`config.mk`:
```
export PLATFORM = sky130hd
export DESIGN_NAME = pmw_power_wake
export DESIGN_NICKNAME = d
export VERILOG_FILES = /design/src/rtl/pmw_pkg.sv /design/src/rtl/pmw_power_wake.sv
export VERILOG_INCLUDE_DIRS = /design/src /design/src/rtl
export SDC_FILE = /design/constraint.sdc
export NUM_CORES = 1
export LEC_CHECK = 0
export BUFFER_PORTS_ARGS = -buffer_cell sky130_fd_sc_hd__buf_4
export CORE_AREA = 2 2 126 128
export DETAILED_ROUTE_END_ITERATION = 7
export DIE_AREA = 0 0 128 130
export PLACE_DENSITY = 0.68
export SLEW_MARGIN = 20
export SYNTH_ARGS = -nofsm -noshare
export SYNTH_HDL_FRONTEND = slang
export SYNTH_SLANG_ARGS = --single-unit
```
`constraint.sdc`:
```
create_clock -name mclk -period 2.8 [get_ports mclk]
set_input_delay 0.56 -clock mclk [delete_from_list [all_inputs] [get_ports mclk]]
set_output_delay 0.56 -clock mclk [all_outputs]
set_load 0.02 [all_outputs]
```
`src/rtl/pmw_defs.svh`:
```
// register offsets, field positions, reset values and timing counts
// assumes a 40 MHz system clock and an 8-bit register address
`ifndef PMW_DEFS_SVH
`define PMW_DEFS_SVH

`define PMW_OFS_GRC       8'h26
`define PMW_OFS_WFC       8'h2A
`define PMW_OFS_IEM       8'h90
`define PMW_OFS_ISF       8'h92
`define PMW_OFS_SWT       8'h8E
`define PMW_OFS_PSC       8'hF4
`define PMW_OFS_PMEC      8'hD4

`define PMW_MODE_NORMAL   2'h0
`define PMW_MODE_EDET     2'h1
`define PMW_MODE_PSAVE    2'h3

`define PMW_PMEC_AUTOWAKE 7
`define PMW_PMEC_TONORMAL 6
`define PMW_PMEC_EVT_LO   8
`define PMW_PSC_PSAVE     10
`define PMW_WFC_MAGIC     7
`define PMW_EVT_ENERGY    2
`define PMW_EVT_LINK      3
`define PMW_EVT_MAGIC     4
`define PMW_EVT_FRAME     5

`define PMW_RST_REG       16'h0000
`define PMW_CLK_NS        25
`define PMW_UNIT_NS       1000
`define PMW_UNIT_CYC      ((`PMW_UNIT_NS + `PMW_CLK_NS - 1) / `PMW_CLK_NS)

`endif

```
`src/rtl/pmw_pkg.sv`:
```
// types shared by the power and wake control block
// assumes nothing beyond a SystemVerilog tool
package pmw_pkg;

    typedef enum logic [1:0]
    {
        PMW_ST_NORMAL,
        PMW_ST_LOW,
        PMW_ST_PSAVE
    } pmw_state_t;

endpackage : pmw_pkg

```
`src/rtl/pmw_power_wake.sv`:
```
// power mode selection, energy timing and wake event reporting
// assumes energy, link and frame-match inputs synchronous to mclk
//
// Functional notes
// - mode field picks normal, energy-detect, power-saving
// - mode field resets to normal
// - normal mode: clocks, PHY, MAC, host on
// - power saving needs autoneg, no cable, bits
// - power saving keeps clocks, MAC, host, registers
// - line activity restores PHY receive power
// - no energy past go-sleep time: low power
// - low power disables all but energy detector
// - energy past wake time wakes if auto-wake
// - auto-wake plus bit 6 returns normal mode
// - energy event drives power event if enabled
// - energy event raises interrupt if enabled
// - global reset register read wakes device
// - wake frame signals by interrupt or event
// - energy event recorded in status bit 2
// - link-up recorded in status bit 3
// - remote wake pattern in status bit 4
// - wake-up frame recorded in status bit 5
// - pattern scanning only while enable bit set
`timescale 1ns/1ps
`include "pmw_defs.svh"

module pmw_power_wake
#(
    parameter int TICK_CYC = `PMW_UNIT_CYC
)
(
    // clock and reset
    input  wire logic        mclk,
    input  wire logic        srst,
    // register port
    input  wire logic [7:0]  reg_addr,
    input  wire logic        reg_wr,
    input  wire logic        reg_rd,
    input  wire logic [15:0] reg_wdata,
    output logic      [15:0] reg_rdata,
    output logic             reg_ack,
    // line and frame status
    input  wire logic        autoneg_en,
    input  wire logic        cable_present,
    input  wire logic        energy_present,
    input  wire logic        link_up_evt,
    input  wire logic        magic_match,
    input  wire logic [3:0]  wake_frame_hit,
    // power controls
    output logic             pll_en,
    output logic             mac_en,
    output logic             host_if_en,
    output logic             phy_tx_en,
    output logic             phy_rx_en,
    output logic             edet_only,
    // wake signalling
    output logic             power_event_out,
    output logic             host_irq_n
);

    localparam logic [15:0] RST_REG = `PMW_RST_REG;

    function automatic logic [8:0] sat_inc(input logic [8:0] v);
        sat_inc = (v == 9'h1FF) ? v : v + 9'h001;
    endfunction : sat_inc

    pmw_pkg::pmw_state_t state_q;
    logic [15:0] global_reset_control_q;
    logic [15:0] wake_frame_control_q;
    logic [15:0] interrupt_enable_mask_q;
    logic [15:0] interrupt_status_flags_q;
    logic [15:0] sleep_wake_timing_q;
    logic [15:0] phy_special_control_q;
    logic [15:0] power_event_control_q;
    logic [15:0] tick_cnt_q;
    logic        tick;
    logic [8:0]  quiet_cnt_q;
    logic [8:0]  busy_cnt_q;
    logic        host_ok;
    logic        wr_ok;
    logic [1:0]  mode;
    logic        psave_eff;
    logic        gosleep;
    logic        wake_due;
    logic        energy_evt;
    logic        rd_wake;
    logic [15:0] evt_set;
    logic [15:0] flag_clr;
    logic [3:0]  evt_out_en;

    assign mode      = power_event_control_q[1:0];
    assign host_ok   = state_q != pmw_pkg::PMW_ST_LOW;
    assign wr_ok     = reg_wr && host_ok;
    assign psave_eff = autoneg_en && !cable_present &&
                       mode == `PMW_MODE_PSAVE &&
                       phy_special_control_q[`PMW_PSC_PSAVE];
    assign gosleep   = quiet_cnt_q > {1'b0, sleep_wake_timing_q[7:0]};
    assign wake_due  = busy_cnt_q > {1'b0, sleep_wake_timing_q[15:8]};
    // one event per sustained burst: fires as the count first passes
    assign energy_evt = state_q == pmw_pkg::PMW_ST_LOW && wake_due &&
                        busy_cnt_q == {1'b0, sleep_wake_timing_q[15:8]}
                        + 9'h001;
    // the wake read is decoded even with the host interface off
    assign rd_wake   = reg_rd && reg_addr == `PMW_OFS_GRC;
    assign evt_out_en = power_event_control_q[`PMW_PMEC_EVT_LO +: 4];

    // slow timebase for the sleep and wake windows
    always_ff @(posedge mclk)
    begin
        if (srst || tick_cnt_q == 16'(TICK_CYC - 1))
            tick_cnt_q <= 16'h0000;
        else
            tick_cnt_q <= tick_cnt_q + 16'h0001;
    end

    assign tick = tick_cnt_q == 16'(TICK_CYC - 1);

    // energy absence and presence windows
    always_ff @(posedge mclk)
    begin
        if (srst || mode != `PMW_MODE_EDET || energy_present)
            quiet_cnt_q <= 9'h000;
        else if (tick)
            quiet_cnt_q <= sat_inc(quiet_cnt_q);
    end

    always_ff @(posedge mclk)
    begin
        if (srst || state_q != pmw_pkg::PMW_ST_LOW || !energy_present)
            busy_cnt_q <= 9'h000;
        else if (tick)
            busy_cnt_q <= sat_inc(busy_cnt_q);
    end

    // power state sequencing
    always_ff @(posedge mclk)
    begin
        if (srst)
            state_q <= pmw_pkg::PMW_ST_NORMAL;
        else
        begin
            case (state_q)
                pmw_pkg::PMW_ST_NORMAL:
                    if (psave_eff)
                        state_q <= pmw_pkg::PMW_ST_PSAVE;
                    else if (mode == `PMW_MODE_EDET && gosleep)
                        state_q <= pmw_pkg::PMW_ST_LOW;
                pmw_pkg::PMW_ST_LOW:
                    if (rd_wake)
                        state_q <= pmw_pkg::PMW_ST_NORMAL;
                    else if (wake_due &&
                             power_event_control_q[`PMW_PMEC_AUTOWAKE])
                        state_q <= pmw_pkg::PMW_ST_NORMAL;
                pmw_pkg::PMW_ST_PSAVE:
                    if (!psave_eff)
                        state_q <= pmw_pkg::PMW_ST_NORMAL;
                default:
                    state_q <= pmw_pkg::PMW_ST_NORMAL;
            endcase
        end
    end

    // power controls, one flop each
    always_ff @(posedge mclk)
    begin
        if (srst)
        begin
            pll_en     <= 1'b1;
            mac_en     <= 1'b1;
            host_if_en <= 1'b1;
            phy_tx_en  <= 1'b1;
            phy_rx_en  <= 1'b1;
            edet_only  <= 1'b0;
        end
        else
        begin
            pll_en     <= state_q != pmw_pkg::PMW_ST_LOW;
            mac_en     <= state_q != pmw_pkg::PMW_ST_LOW;
            host_if_en <= host_ok;
            phy_tx_en  <= state_q != pmw_pkg::PMW_ST_LOW;
            // receive in power saving is on only while the line shows energy
            phy_rx_en  <= state_q == pmw_pkg::PMW_ST_NORMAL ||
                          (state_q == pmw_pkg::PMW_ST_PSAVE &&
                           energy_present);
            edet_only  <= state_q == pmw_pkg::PMW_ST_LOW;
        end
    end

    // power event control, mode field and enables
    always_ff @(posedge mclk)
    begin
        if (srst)
            power_event_control_q <= RST_REG;
        else if (state_q == pmw_pkg::PMW_ST_LOW && wake_due &&
                 power_event_control_q[`PMW_PMEC_AUTOWAKE] &&
                 power_event_control_q[`PMW_PMEC_TONORMAL])
            power_event_control_q[1:0] <= `PMW_MODE_NORMAL;
        else if (wr_ok && reg_addr == `PMW_OFS_PMEC)
            power_event_control_q <= reg_wdata;
    end

    // plain storage registers
    always_ff @(posedge mclk)
    begin
        if (srst)
        begin
            global_reset_control_q  <= RST_REG;
            wake_frame_control_q    <= RST_REG;
            interrupt_enable_mask_q <= RST_REG;
            sleep_wake_timing_q     <= RST_REG;
            phy_special_control_q   <= RST_REG;
        end
        else if (wr_ok)
        begin
            case (reg_addr)
                `PMW_OFS_GRC: global_reset_control_q  <= reg_wdata;
                `PMW_OFS_WFC: wake_frame_control_q    <= reg_wdata;
                `PMW_OFS_IEM: interrupt_enable_mask_q <= reg_wdata;
                `PMW_OFS_SWT: sleep_wake_timing_q     <= reg_wdata;
                `PMW_OFS_PSC: phy_special_control_q   <= reg_wdata;
                default: ;
            endcase
        end
    end

    // wake events into sticky status
    always_comb
    begin
        evt_set                  = 16'h0000;
        evt_set[`PMW_EVT_ENERGY] = energy_evt;
        evt_set[`PMW_EVT_LINK]   = link_up_evt;
        evt_set[`PMW_EVT_MAGIC]  = magic_match &&
                                   wake_frame_control_q[`PMW_WFC_MAGIC];
        evt_set[`PMW_EVT_FRAME]  = |(wake_frame_hit &
                                     wake_frame_control_q[3:0]);
    end

    assign flag_clr = (wr_ok && reg_addr == `PMW_OFS_ISF) ?
                     reg_wdata : 16'h0000;

    // write one to clear; a fresh event beats the clear
    always_ff @(posedge mclk)
    begin
        if (srst)
            interrupt_status_flags_q <= RST_REG;
        else
            interrupt_status_flags_q <= (interrupt_status_flags_q &
                                         ~flag_clr) | evt_set;
    end
    // a pattern hit only counts while its scan enable is set

    // wake signalling outputs
    always_ff @(posedge mclk)
    begin
        if (srst)
        begin
            host_irq_n      <= 1'b1;
            power_event_out <= 1'b0;
        end
        else
        begin
            host_irq_n      <= ~|(interrupt_status_flags_q &
                                  interrupt_enable_mask_q);
            power_event_out <= |(interrupt_status_flags_q[5:2] &
                                 evt_out_en);
        end
    end
    // frame wakes reach either output by its own enable

    // register read path; dark while in low power except the wake read
    always_ff @(posedge mclk)
    begin
        if (srst)
        begin
            reg_rdata <= 16'h0000;
            reg_ack   <= 1'b0;
        end
        else
        begin
            reg_ack   <= (reg_rd || reg_wr) && (host_ok || rd_wake);
            reg_rdata <= 16'h0000;
            if (reg_rd && (host_ok || rd_wake))
            begin
                case (reg_addr)
                    `PMW_OFS_GRC:  reg_rdata <= global_reset_control_q;
                    `PMW_OFS_WFC:  reg_rdata <= wake_frame_control_q;
                    `PMW_OFS_IEM:  reg_rdata <= interrupt_enable_mask_q;
                    `PMW_OFS_ISF:  reg_rdata <= interrupt_status_flags_q;
                    `PMW_OFS_SWT:  reg_rdata <= sleep_wake_timing_q;
                    `PMW_OFS_PSC:  reg_rdata <= phy_special_control_q;
                    `PMW_OFS_PMEC: reg_rdata <= power_event_control_q;
                    default:       reg_rdata <= 16'h0000;
                endcase
            end
        end
    end

endmodule : pmw_power_wake

```
Word-level counts from Yosys, hierarchy flattened
Index checks and enable logic that the tools add are counted.
W data, S select, Z words.
{"block": "classes", "add_sub_neg": 4, "order_cmp": 2, "eq_ne": 20, "mux": 8, "n_bitwise": 10, "reduce_logical": 43}
{"operator": "$pmux W16 S7", "count": 1}
{"operator": "$eq A8 B8 Y1 const B", "count": 5}
{"operator": "$and A16 B16 Y16", "count": 2}
{"operator": "$add A9 B1 Y9 const B", "count": 2}
{"operator": "$eq A9 B9 Y1 const B", "count": 2}
{"operator": "$gt A9 B8 Y1", "count": 2}
{"operator": "$logic_and A1 B1 Y1", "count": 17}
{"operator": "$add A16 B1 Y16 const B", "count": 1}
{"operator": "$eq A16 B6 Y1 const B", "count": 1}
{"operator": "$eq A8 B6 Y1 const B", "count": 2}
{"operator": "$mux W16", "count": 1}
{"operator": "$not A16 Y16", "count": 1}
{"operator": "$or A16 B6 Y16", "count": 1}
{"operator": "$reduce_and A2 Y1", "count": 8}
{"operator": "$reduce_or A16 Y1", "count": 1}
{"operator": "$mux W2", "count": 5}
{"operator": "$add A8 B1 Y9 const B", "count": 1}
{"operator": "$eq A9 B9 Y1", "count": 1}
{"operator": "$and A4 B4 Y4", "count": 2}
{"operator": "$logic_or A1 B1 Y1", "count": 8}
{"operator": "$reduce_or A4 Y1", "count": 2}
{"operator": "$ne A3 B3 Y1 const B", "count": 2}
{"operator": "$pmux W2 S3", "count": 1}
{"operator": "$eq A2 B1 Y1 const B", "count": 2}
{"operator": "other kinds (8)", "count": 16}
{"block": "totals", "regBits": 170, "elab_cells": 106}

Logic depth before layout (Yosys ltp)
{"block": "depth", "depth_word": 7, "depth_mapped": 8}

Worst setup path before layout
No wires, ideal clock.
{"block": "synth_path", "path_kind": "input to register", "from": "input reg_addr[4]", "to": "register reg_rdata[13]", "setup_time_ns": 0.074, "arrival_time_ns": 2.234, "required_time_ns": 2.726, "slack_ns": 0.492, "cell_stages": 6, "path_buffers": 1, "cell_sequence": "or4b_4 -> nor3_4 -> o21ai_2 -> a311o_1 -> buf_6 -> a31oi_1"}
{"block": "synth_between", "elab_chain_len": 6}
{"item": "start: declaration", "line": "pmw_power_wake.sv:36", "text": "input wire logic [7:0] reg_addr,"}
{"item": "$eq A8 B6 Y1", "line": "pmw_power_wake.sv:284", "text": "case (reg_addr)"}
{"item": "$logic_and A1 B1 Y1 (no source line)"}
{"item": "$logic_or A1 B1 Y1", "line": "pmw_power_wake.sv:282", "text": "if (reg_rd && (host_ok || rd_wake))"}
{"item": "$logic_and A1 B1 Y1", "line": "pmw_power_wake.sv:282"}
{"item": "$not A1 Y1 (no source line)"}
{"item": "$reduce_or A2 Y1 (no source line)"}
{"item": "end signal: assignment", "line": "pmw_power_wake.sv:285", "text": "`PMW_OFS_GRC: reg_rdata <= global_reset_control_q;"}
{"item": "end signal: assignment", "line": "pmw_power_wake.sv:286", "text": "`PMW_OFS_WFC: reg_rdata <= wake_frame_control_q;"}
{"item": "end signal: assignment", "line": "pmw_power_wake.sv:287", "text": "`PMW_OFS_IEM: reg_rdata <= interrupt_enable_mask_q;"}
{"item": "end: declaration", "line": "pmw_power_wake.sv:40", "text": "output logic [15:0] reg_rdata,"}
Parallel ways exist; a longest one is shown, timed or not.
A chain may end at the register's enable or synchronous reset.

Worst setup path in the final report
{"block": "layout_path", "from": "input reg_addr[4]", "to": "register reg_rdata[7]"}
Same word-level chain as after synthesis.

==> results.yml <==
cts:
  cts_max_path_buffers: 2
  clk_latency_ps: 430
  cts-root-buf: "clkbuf_16"
  clock-sinks: 170
  post_cts_buffers: 0
  post_cts_resized: 0
  cts_buffers: 17
  cts_tree: "yes"
  htreeDepth: 4
  ctsHoldBuffers: 0
  cts.clk_slew.worst_paths_ps: 60
global_routing:
  grt.overflow.total: 0
  track_usage_pct: 25.6
  grt_max_degree: 55
  grt_pass1_wl_mm: 33.2
  antenna_found_initial: 0
  grt_pass1_vias: 6186
routing:
  wire_per_inst_um: 18.0
  wl_mm: 21.0
  vias_per_cell: 5.81
  vias: 6792
  first_pass_iters: 8
  drcViolationCount: 0
  drtIter0Drc: 668
  antenna_left: 0
placement:
  io_buffers: 61
  dpl-instance-area_um2: 8190
  place_ws_ps: 217
  placedCellCount: 1137
  dp_hpwl_mm: 14.8
  gp_congestion: 0.869
floorplan:
  io_pins: 62
  rows: 46
  die_w_um: 128
  core_area_um2: 15400
  start_util_pct: 48.8
  die_h_um: 130
  die_area_um2: 16600
power_and_ir_drop:
  p_total_uw: 5120
  total_leakage_power_uw: 0.00298
  power_per_cell_area_nw_per_um2: 581
  irDropWorstVdd_v: 0.000440
run:
  maxCapViolations: 0
worst_setup_path:
  cpLargestDelayFamily: "simple AND/OR/NAND/NOR gates"
  critPathArrivalTime_ps: 2500
  crit_fanout: 16
  crit_cells: 6
  path_class: "in2reg"
  crit_chain: "buf_4, or4b_4, nor3_4, nor2_1, a311o_1, a31oi_1"
  r2r_cells: 7
  end_kind: "flop"
  worst-path-buf-inv: 1
  cp-start-kind: "primary input"
  slowest_delay_ps: 620
  critPathSlowestCell: "a311o_1"
  cp.required_ps: 3140
synthesis:
  synth_edf_count: 0
  syn_avg_cell_area_um2: 8.23
  synth_cell_types: 54
  synth_area_um2: 7520
  synth_nets: 973
  syn_inst: 914
  synth_ff_type: "dfxtp_1"
  async_reset_ff_share_pct: 0
  ys_seq_area_share_pct: 45.3
  ys_warn_count: 0
  synth-seq-cells: 170
finish:
  n_antenna_cell: 0
  syn_to_final_growth_pct: 17.4
  multi_input_area_um2: 3790
  fin_cells: 1169
  nFillCells: 1444
  final_nets: 1023
  layout-drive-gt1-share_pct: 13.1
  fin_area_um2: 8830
  seq_area_um2: 3400
hold_path:
  hp-class: "in2reg"
  holdPathStages: 2
sta:
  fin_tns_setup_ps: 0
  post-route-period-util_pct: 77.2
  grt_setup_unrepaired: "no"
  max_freq_mhz: 463
  fin_skew_ps: 7.37
  final_hold_viol_count: 0
  slew_headroom_pct: 49.5
  tightest_slew_ps: 758
  setup_viol: 0
  period_needed_ps: 2160
  final.setup.worst_slack_ps: 638
  final_max_slew_viol_count: 0
run_status:
  status: "complete, no violations"
[per-layer routing]
metal  track usage [%]  part of all wire (%)
met1              35.0                    46
met2              42.0                    46
met3              3.85                   5.7
met4              8.40                   2.0
met5                 0                     0
[cell usage in the layout (no fill, tap or decap), types with 6 or more instances in the layout]
cell type	instances
o21ai_0	8
a22oi_1	43
xnor2_1	27
a222oi_1	16
clkbuf_16	17
xor2_1	10
nand2b_1	17
a21oi_1	117
nor3_1	11
dfxtp_1	170
nand3_1	21
buf_4	91
nand2_1	217
a31oi_1	18
inv_1	19
nor4_1	10
and3_1	6
nand4_1	11
nor2_1	44
ha_1	22
nor2b_1	7
[registers in the layout (all words and copies together) (netlist names)]
signal / cells
busy_cnt_q: 9
tick_cnt_q: 16
interrupt_status_flags_q: 16
reg_rdata: 16
reg_ack: 1
global_reset_control_q: 16
wake_frame_control_q: 16
host_irq_n: 1
phy_tx_en: 1
sleep_wake_timing_q: 16
power_event_out: 1
edet_only: 1
interrupt_enable_mask_q: 16
quiet_cnt_q: 9
phy_special_control_q: 16
power_event_control_q: 16
state_q: 2
phy_rx_en: 1
[per-stage QoR]
| step | util (%) | hold WS, ps |
|---|---|---|
| 2_1_floorplan | - | 418 |
| 3_3_place_gp | 53.1 | 431 |
| 3_5_place_dp | 53.1 | 441 |
| 4_1_cts | 57.2 | 284 |
| 5_1_grt | 57.2 | 288 |
| 6_report | 57.2 | 293 |
[kinds of logic after synthesis]
logic type	Yosys count	synth area share, %
buffers and inverters	79	4.34
flip-flops	170	45.3
adder cells (fa/ha/maj)	22	3.66
AO/OA/AOI/OAI	220	18.1
multiplexers	2	0.266
AND/OR/NAND/NOR	384	24.0
XOR/XNOR	37	4.31
[Yosys cell counts (all sizes together), types with 11 or more instances]
master	instances	area, um^2
a21oi	117	586
buf	12	75.1
dfxtp	170	3400
nand3	21	105
a31oi	18	113
a22oi	43	323
nand4	11	68.8
clkbuf	48	180
a222oi	16	160
nor2	44	165
ha	22	275
nand2b	17	106
nor3	12	71.3
inv	19	71.3
xnor2	27	236
nand2	217	815
[report_power, final]
| group | leakage, uW | internal [uW] | switching, uW |
|---|---|---|---|
| registers | 0.00137 | 2430 | 7.41 |
| clock network | 0.000297 | 1560 | 975 |
| logic | 0.00131 | 56.6 | 99.3 |
[path summary, 6_finish.rpt]
| check | startpoint | endpoint | slack (ps) |
|---|---|---|---|
| setup / recovery | reg_addr[4] | reg_rdata[7]$_SDFF_PP0_ | 640 |
| hold / removal | cable_present | state_q[1]$_SDFFE_PP0P_ | 290 |
| setup reg to reg | sleep_wake_timing_q[15]$_SDFFE_PP0P_ | power_event_control_q[1]$_SDFFE_PP0P_ | 650 |
| hold reg to reg | tick_cnt_q[0]$_SDFF_PP0_ | tick_cnt_q[0]$_SDFF_PP0_ | 450 |
[cell type report]
cell class,count,area share (%)
Sequential cell,170,38.6
Clock inverter,11,1.90
Timing Repair Buffer,91,7.74
Multi-Input combinational cell,665,42.9
Tap cell,192,2.72
Clock buffer,21,5.33
Inverter,19,0.808
No activity file was read; power rests on OpenSTA's default activity.
